**src/core/ref_status_pkg.sv**
```systemverilog
// Package with register map, field layout, reset values and mute encodings.
package ref_status_pkg;
  localparam int ADDR_W = 8;
  localparam int DATA_W = 8;
  localparam logic [7:0] ADDR_SLEW_STATUS = 8'h12;
  localparam logic [7:0] ADDR_PIN_CTRL = 8'h13;
  localparam logic [7:0] ADDR_MUTE_LEVEL = 8'h14;
  localparam int BIT_SEC_RISE = 7;
  localparam int BIT_SEC_FALL = 6;
  localparam int BIT_PRI_RISE = 5;
  localparam int BIT_PRI_FALL = 4;
  localparam int BIT_SECOND_LIMIT = 5;
  localparam int BIT_FIRST_LIMIT = 4;
  localparam int BIT_SECOND_OD = 1;
  localparam int BIT_FIRST_OD = 0;
  localparam logic [7:0] PIN_CTRL_MASK = 8'h33;
  localparam logic [7:0] PIN_CTRL_RESET = 8'h00;
  localparam int NUM_CH = 4;
  localparam int LVL_W = 2;
  localparam logic [7:0] MUTE_LEVEL_RESET = 8'h55;
  localparam logic [7:0] ZERO_BYTE = 8'h00;
  typedef enum logic [1:0] {
    LVL_BYPASS = 2'h0,
    LVL_COMMON_MODE = 2'h1,
    LVL_FORCE_HIGH = 2'h2,
    LVL_RAILS = 2'h3
  } mute_level_e;
  // Driver action codes per output node.
  localparam logic [1:0] NODE_NORMAL = 2'h0;
  localparam logic [1:0] NODE_LOW = 2'h1;
  localparam logic [1:0] NODE_HIGH = 2'h2;
  localparam logic [1:0] NODE_VCM = 2'h3;
endpackage

```
**src/core/ref_status_regs.sv**
```systemverilog
// Reference slew status, status pin control and output mute level register bank.
`timescale 1ns/1ns
`default_nettype none
// Summary of operation
// - Secondary rise/fall valid read-only, bits 7:6.
// - Primary rise/fall valid read-only, bits 5:4.
// - Bit 5 limits second flag pin spikes.
// - Bit 4 limits first flag pin spikes.
// - Bit 1 makes second pin open drain.
// - Bit 0 makes first pin open drain.
// - Four 2-bit mute level fields, reset 0x1.
// - Mute bit gates muting; level shapes.
// - Level 0 bypass; level 1 common mode when differential.
// - Level 2 force high when differential; level 3 rails.
module ref_status_regs
  import ref_status_pkg::*;
(
  input wire logic mclk_i,
  input wire logic reset_n_i,
  input wire logic [ADDR_W-1:0] addr_i,
  input wire logic [DATA_W-1:0] wdata_i,
  input wire logic wr_i,
  input wire logic rd_i,
  output logic [DATA_W-1:0] rdata_o,
  input wire logic secondary_rise_ok_i,
  input wire logic secondary_fall_ok_i,
  input wire logic primary_rise_ok_i,
  input wire logic primary_fall_ok_i,
  input wire logic first_flag_pin_i,
  input wire logic second_flag_pin_i,
  output logic first_flag_pin_o,
  output logic first_flag_pin_oe_n_o,
  output logic second_flag_pin_o,
  output logic second_flag_pin_oe_n_o,
  output logic first_flag_pin_spike_limit_o,
  output logic second_flag_pin_spike_limit_o,
  input wire logic [NUM_CH-1:0] silence_on_i,
  input wire logic [NUM_CH-1:0] diff_mode_i,
  output logic [2*NUM_CH-1:0] pos_node_o,
  output logic [2*NUM_CH-1:0] neg_node_o
);

  logic rst_meta_r;
  logic rst_sync_n_r;
  logic [DATA_W-1:0] pin_ctrl_r;
  logic [DATA_W-1:0] mute_level_r;
  logic [3:0] detect_r;
  logic [DATA_W-1:0] rdata_nxt;

  // Reset release goes through two flops so that deassertion is clean in our domain.
  always_ff @(posedge mclk_i or negedge reset_n_i) begin
    if (!reset_n_i) begin
      rst_meta_r <= 1'b0;
      rst_sync_n_r <= 1'b0;
    end else begin
      rst_meta_r <= 1'b1;
      rst_sync_n_r <= rst_meta_r;
    end
  end

  // Detector flags are captured each cycle so reads see the current state.
  always_ff @(posedge mclk_i or negedge rst_sync_n_r) begin
    if (!rst_sync_n_r) begin
      detect_r <= 4'h0;
    end else begin
      detect_r <= {secondary_rise_ok_i, secondary_fall_ok_i, primary_rise_ok_i, primary_fall_ok_i};
    end
  end

  // Status pin control keeps only its defined bits; reserved bits stay zero.
  always_ff @(posedge mclk_i or negedge rst_sync_n_r) begin
    if (!rst_sync_n_r) begin
      pin_ctrl_r <= PIN_CTRL_RESET;
    end else if (wr_i && addr_i == ADDR_PIN_CTRL) begin
      pin_ctrl_r <= wdata_i & PIN_CTRL_MASK;
    end
  end

  // Mute level register, all four channel fields writable.
  always_ff @(posedge mclk_i or negedge rst_sync_n_r) begin
    if (!rst_sync_n_r) begin
      mute_level_r <= MUTE_LEVEL_RESET;
    end else if (wr_i && addr_i == ADDR_MUTE_LEVEL) begin
      mute_level_r <= wdata_i;
    end
  end

  // Read mux; unmapped addresses answer zero.
  always_comb begin
    rdata_nxt = ZERO_BYTE;
    case (addr_i)
      ADDR_SLEW_STATUS: rdata_nxt = {detect_r, 4'h0};
      ADDR_PIN_CTRL: rdata_nxt = pin_ctrl_r;
      ADDR_MUTE_LEVEL: rdata_nxt = mute_level_r;
      default: rdata_nxt = ZERO_BYTE;
    endcase
  end

  // Read data stand only in the cycle after the strobe, zero otherwise.
  always_ff @(posedge mclk_i or negedge rst_sync_n_r) begin
    if (!rst_sync_n_r) begin
      rdata_o <= ZERO_BYTE;
    end else begin
      rdata_o <= rd_i ? rdata_nxt : ZERO_BYTE;
    end
  end

  // Status pin drivers: open drain only pulls low and releases for a high level.
  // Enables are active low; the pad resolves the wire from them.
  // In open drain mode a released pin shows whatever the board pull-up gives,
  // so a user who leaves the pull-up off sees a floating flag for every high level.
  // The spike limit bits are only handed to the pad; the slower edges that they
  // buy are a pad property and cost timing margin on the flag pins.
  always_ff @(posedge mclk_i or negedge rst_sync_n_r) begin
    if (!rst_sync_n_r) begin
      first_flag_pin_o <= 1'b0;
      first_flag_pin_oe_n_o <= 1'b0;
      second_flag_pin_o <= 1'b0;
      second_flag_pin_oe_n_o <= 1'b0;
      first_flag_pin_spike_limit_o <= 1'b0;
      second_flag_pin_spike_limit_o <= 1'b0;
    end else begin
      first_flag_pin_o <= pin_ctrl_r[BIT_FIRST_OD] ? 1'b0 : first_flag_pin_i;
      first_flag_pin_oe_n_o <= pin_ctrl_r[BIT_FIRST_OD] & first_flag_pin_i;
      second_flag_pin_o <= pin_ctrl_r[BIT_SECOND_OD] ? 1'b0 : second_flag_pin_i;
      second_flag_pin_oe_n_o <= pin_ctrl_r[BIT_SECOND_OD] & second_flag_pin_i;
      first_flag_pin_spike_limit_o <= pin_ctrl_r[BIT_FIRST_LIMIT];
      second_flag_pin_spike_limit_o <= pin_ctrl_r[BIT_SECOND_LIMIT];
    end
  end

  // Node action for the positive output of one channel.
  // The mute bit gates the level field, so a stored level never mutes on its own.
  function automatic logic [1:0] pos_action(input logic on, input logic diff, input logic [1:0] lvl);
    logic [1:0] act;
    act = NODE_NORMAL;
    if (on) begin
      case (lvl)
        LVL_BYPASS: act = NODE_NORMAL;
        LVL_COMMON_MODE: act = diff ? NODE_VCM : NODE_NORMAL;
        LVL_FORCE_HIGH: act = diff ? NODE_HIGH : NODE_LOW;
        LVL_RAILS: act = diff ? NODE_HIGH : NODE_LOW;
        default: act = NODE_NORMAL;
      endcase
    end
    return act;
  endfunction

  // Node action for the negative output of one channel.
  function automatic logic [1:0] neg_action(input logic on, input logic diff, input logic [1:0] lvl);
    logic [1:0] act;
    act = NODE_NORMAL;
    if (on) begin
      case (lvl)
        LVL_BYPASS: act = NODE_NORMAL;
        LVL_COMMON_MODE: act = diff ? NODE_VCM : NODE_LOW;
        LVL_FORCE_HIGH: act = diff ? NODE_LOW : NODE_NORMAL;
        LVL_RAILS: act = NODE_LOW;
        default: act = NODE_NORMAL;
      endcase
    end
    return act;
  endfunction

  // Per-channel driver action; a differential force high drives P high and N low.
  genvar ch;
  generate
    for (ch = 0; ch < NUM_CH; ch++) begin : g_ch
      always_ff @(posedge mclk_i or negedge rst_sync_n_r) begin
        if (!rst_sync_n_r) begin
          pos_node_o[2*ch+:2] <= NODE_NORMAL;
          neg_node_o[2*ch+:2] <= NODE_NORMAL;
        end else begin
          pos_node_o[2*ch+:2] <= pos_action(silence_on_i[ch], diff_mode_i[ch], mute_level_r[LVL_W*ch+:LVL_W]);
          neg_node_o[2*ch+:2] <= neg_action(silence_on_i[ch], diff_mode_i[ch], mute_level_r[LVL_W*ch+:LVL_W]);
        end
      end

    end
  endgenerate
endmodule // ref_status_regs
`default_nettype wire

```
**config.mk**
```make
export PLATFORM = sky130hd
export DESIGN_NAME = ref_status_regs
export DESIGN_NICKNAME = d
export VERILOG_FILES = /design/src/core/ref_status_pkg.sv /design/src/core/ref_status_regs.sv
export SDC_FILE = /design/constraint.sdc
export NUM_CORES = 1
export LEC_CHECK = 0
export ABC_AREA = 1
export BUFFER_PORTS_ARGS = -buffer_cell sky130_fd_sc_hd__buf_2
export CAP_MARGIN = 25
export CORE_MARGIN = 2
export CORE_UTILIZATION = 48
export CTS_CLUSTER_DIAMETER = 150
export CTS_CLUSTER_SIZE = 24
export DETAILED_ROUTE_END_ITERATION = 8
export PLACE_DENSITY = 0.8
export SYNTH_ARGS = -nofsm -noshare
export SYNTH_HDL_FRONTEND = slang
export SYNTH_SLANG_ARGS = --single-unit
```
**constraint.sdc**
```tcl
create_clock -name mclk_i -period 1.8 [get_ports mclk_i]
set_input_delay 0.27 -clock mclk_i [delete_from_list [all_inputs] [get_ports mclk_i]]
set_output_delay 0.27 -clock mclk_i [all_outputs]
set_load 0.1 [all_outputs]
```
Word level (Yosys, flattened, before mapping)
Cells that the tools add are included.
Storage, ports and cells
  input bits: 34
  logic and storage cells: 83
  flip-flop bits (word level): 48
  output and inout bits: 30
Cells by class
  multiplexer cells: 36
  equal/unequal tests: 15
  reductions and logical operators: 10
  bitwise logic cells: 2
Operators with widths (count)
  two-way mux 2 bit: 20
  case mux 2 bit (4 select lines): 4
  == test 8 x 5 -> 1 bit (second input constant): 3
  case mux 2 bit (3 select lines): 4
  case mux 8 bit (3 select lines): 1
  == test 2 bit (second input constant): 8
  == test 2 x 1 -> 1 bit (second input constant): 4
  logical NOT 2 bit: 4
  two-way mux 8 bit: 1
  OR reduction 2 bit: 4
  two-way mux 1 bit: 6
  bitwise AND 1 bit: 2
  logical AND 1 bit: 2

Longest topological paths before layout
  depth after elaboration: 4
  gate-level depth with buffers: 8
  mapped depth without buffers: 7

Worst setup path before layout
No wires, ideal clock.
  kind: register -> output
  from: register first_flag_pin_o
  to: output first_flag_pin_o
  cell stages (with the launch flop): 1
  data required time: 1.530 ns
  arrival time: 0.883 ns
  setup slack: 0.647 ns
  buffers on the path: 0
  path through: dfrtp_1
RTL lines
  from (decl): line ref_status_regs.sv:31  | output logic first_flag_pin_o,
  from (signal assigned): line ref_status_regs.sv:123  | first_flag_pin_o <= pin_ctrl_r[BIT_FIRST_OD] ? 1'b0 : first_flag_pin_i;
No word-level cell between the ends.

Worst setup path in the final report
  from: register neg_node_o[7]
  to: output neg_node_o[7]
RTL lines
  from (decl): line ref_status_regs.sv:40  | output logic [2*NUM_CH-1:0] neg_node_o
  from (signal, indexed assignment): line ref_status_regs.sv:175  | neg_node_o[2*ch+:2] <= neg_action(silence_on_i[ch], diff_mode_i[ch], mute_level_r[LVL_W*ch+:LVL_W]);
No word-level cell between the ends.

==> results.json <==
{
  "outcome": "completed",
  "skew_ns": 0.00368,
  "arrival_ns": 1.05,
  "drt-pass1-iter-count": 4,
  "wirelength_um": 3330,
  "grt_pass1_wl_um": 5740,
  "synth_common_cells": "44 x dfrtp_1, 40 x nand2_1, 26 x inv_1",
  "startpoint_type": "flop",
  "crit_family": "buffers and inverters",
  "n_antenna_cell": 0,
  "syn_to_final_growth_pct": 26.0,
  "avgRoutedWirePerCell_um": 11.2,
  "ir_drop_mv": 0.519,
  "finalCriticalPeriod_ns": 1.32,
  "syn_avg_cell_area_um2": 10.3,
  "numClockSinks": 48,
  "path_clk_slew_ns": 0.07,
  "grtUsageTotal_pct": 17.9,
  "cts_tree": "done",
  "max_freq_mhz": 759,
  "synthCells": 177,
  "start_util_pct": 49.8,
  "setup_tns_ns": 0,
  "netlist.top_cell.by_area": "dfrtp_1",
  "viasPerCell": 4.62,
  "synth_seq_cells": 48,
  "cts_setup_buffers": 0,
  "setup_viol": 0,
  "drv_cap": 0,
  "whs_endpoint": "detect_r[2]$_DFF_PN0_",
  "rsz0062_at_grt": "no",
  "synthArstFlopShare_pct": 100,
  "cts_resized": 0,
  "seq_area_frac_synth_pct": 66.2,
  "gr-total-overflow": 0,
  "crit_chain": "buf_2",
  "synth.net_count": 211,
  "ctsHtreeMaxLevel": 2,
  "rows": 22,
  "final_cell_area_mm2": 0.00230,
  "antenna_left": 0,
  "via_count": 1368,
  "power_mw": 2.13,
  "grt_max_degree": 33,
  "die_w_um": 65.6,
  "cp.required_ns": 1.53,
  "core_mm2": 0.00366,
  "drt-initial-drc-count": 46,
  "critPathBufInv": 1,
  "grt_pass1_vias": 1329,
  "placed_area_mm2": 0.00220,
  "num-fill-cells": 322,
  "hold_class": "in -> reg",
  "gp_congestion": 0.805,
  "clk_latency_ns": 0.29,
  "path_class": "reg -> out",
  "drive_gt1_share_pct": 35.1,
  "power.leakage_nw": 1.33,
  "hold_depth": 1,
  "rr_endpoint": "pos_node_o[6]$_DFF_PN0_",
  "yosys.cell_count.top_type": "dfrtp_1",
  "final_nets": 281,
  "timing.rr.start": "mute_level_r[6]$_DFFE_PN1P_",
  "numCtsBuffers": 5,
  "holdBufCountCts": 1,
  "antenna_found_initial": 0,
  "end_kind": "output port",
  "slew_viol_final": 0,
  "hold_path.startpoint": "secondary_fall_ok_i",
  "fin_crit_sh_pct": 73.2,
  "die_h_um": 65.6,
  "critPathSlowestCell": "buf_2",
  "portBuffers": 63,
  "syn-cell-area_mm2": 0.00182,
  "cts_root_buf": "clkbuf_8",
  "ys.warnings.count": 0,
  "num_io_pins": 64,
  "synth.distinct_cells": 23,
  "cts_buffer_depth": 2,
  "ff2ff_setup_slack_ns": 0.75,
  "synth_edf_count": 0,
  "synth_area_leaders": "dfrtp_1 60%, nand2_1 8.2%, dfstp_2 5.8%",
  "synthFlopType": "dfrtp_1",
  "drc": 0,
  "r2r_cells": 3,
  "crit_fanout": 1,
  "dpl.hpwl_um": 2640,
  "die_area_mm2": 0.00431,
  "synth_top_area_share_pct": 60.4,
  "hold_viol_final": 0,
  "max_stage_delay_ns": 0.42,
  "p_per_area_mw_per_mm2": 925
}
sequential cells by signal, indices dropped and copies added, names as in the netlist:
name,cells
pin_ctrl_r,4
first_flag_pin_spike_limit_o,1
detect_r,4
second_flag_pin_o,1
pos_node_o,8
second_flag_pin_oe_n_o,1
rdata_o,8
first_flag_pin_oe_n_o,1
second_flag_pin_spike_limit_o,1
neg_node_o,8
rst_meta_r,1
rst_sync_n_r,1
mute_level_r,8
first_flag_pin_o,1
final cells by class:
class	instances	area (µm²)	share of cell area [%]
repair buffers	65	345	15.0
multi-input cells	99	489	21.3
inverters	28	105	4.58
flip-flops and latches	48	1210	52.6
clock buffers	8	90.1	3.92
well taps	48	60.1	2.61
where the power goes:
part,switching [mW],internal (mW)
clock network,0.301,0.313
logic,0.273,0.0754
registers,0.0306,1.13
kinds of logic after synthesis:
| group | synth area share (%) |
|---|---|
| AND/OR/NAND/NOR | 18.7 |
| other | 0.206 |
| AO/OA/AOI/OAI | 7.89 |
| buffers and inverters | 7.00 |
| flip-flops | 66.2 |
metrics by stage:
step	worst slack [ns]	hold WS, ns	util (%)	std cells
6_report	0.482	0.0850	62.7	296
5_1_grt	0.441	0.0722	62.7	296
4_1_cts	0.457	0.0775	62.7	296
3_5_place_dp	0.426	0.0592	60.0	287
3_3_place_gp	0.505	0.0562	60.0	287
2_1_floorplan	0.372	-0.0256	-	177
cells in the final DEF, fill, tap and decap left out, drive strengths merged, types with 4 or more instances in the layout:
cell type	count
nor2	8
inv	27
o21ai	12
nand2	43
a21oi	14
nor3	7
buf	64
clkbuf	8
dfstp	4
nand3	12
dfrtp	44
routing by layer:
layer	track usage [%]	up-vias	share of wire (%)
met5	0	-	0
met4	7.81	0	1.7
met3	4.97	8	6.1
met2	30.8	38	52
met1	20.9	625	40
li1	-	697	-
worst max-delay path by stage:
stage               slack (ns)                           to  cells past startpoint                     from
floorplan                 0.37        detect_r[0]$_DFF_PN0_                      0   rst_sync_n_r$_DFF_PN0_
detailed placement        0.43  mute_level_r[7]$_DFFE_PN0P_                      8                addr_i[5]
CTS                       0.46                neg_node_o[7]                      1  neg_node_o[7]$_DFF_PN0_
global route              0.44                neg_node_o[7]                      1  neg_node_o[7]$_DFF_PN0_
finish                    0.48                neg_node_o[7]                      1  neg_node_o[7]$_DFF_PN0_
global placement          0.51  mute_level_r[2]$_DFFE_PN1P_                      8                addr_i[5]
Note: power is estimated with default switching activity, not from simulation.
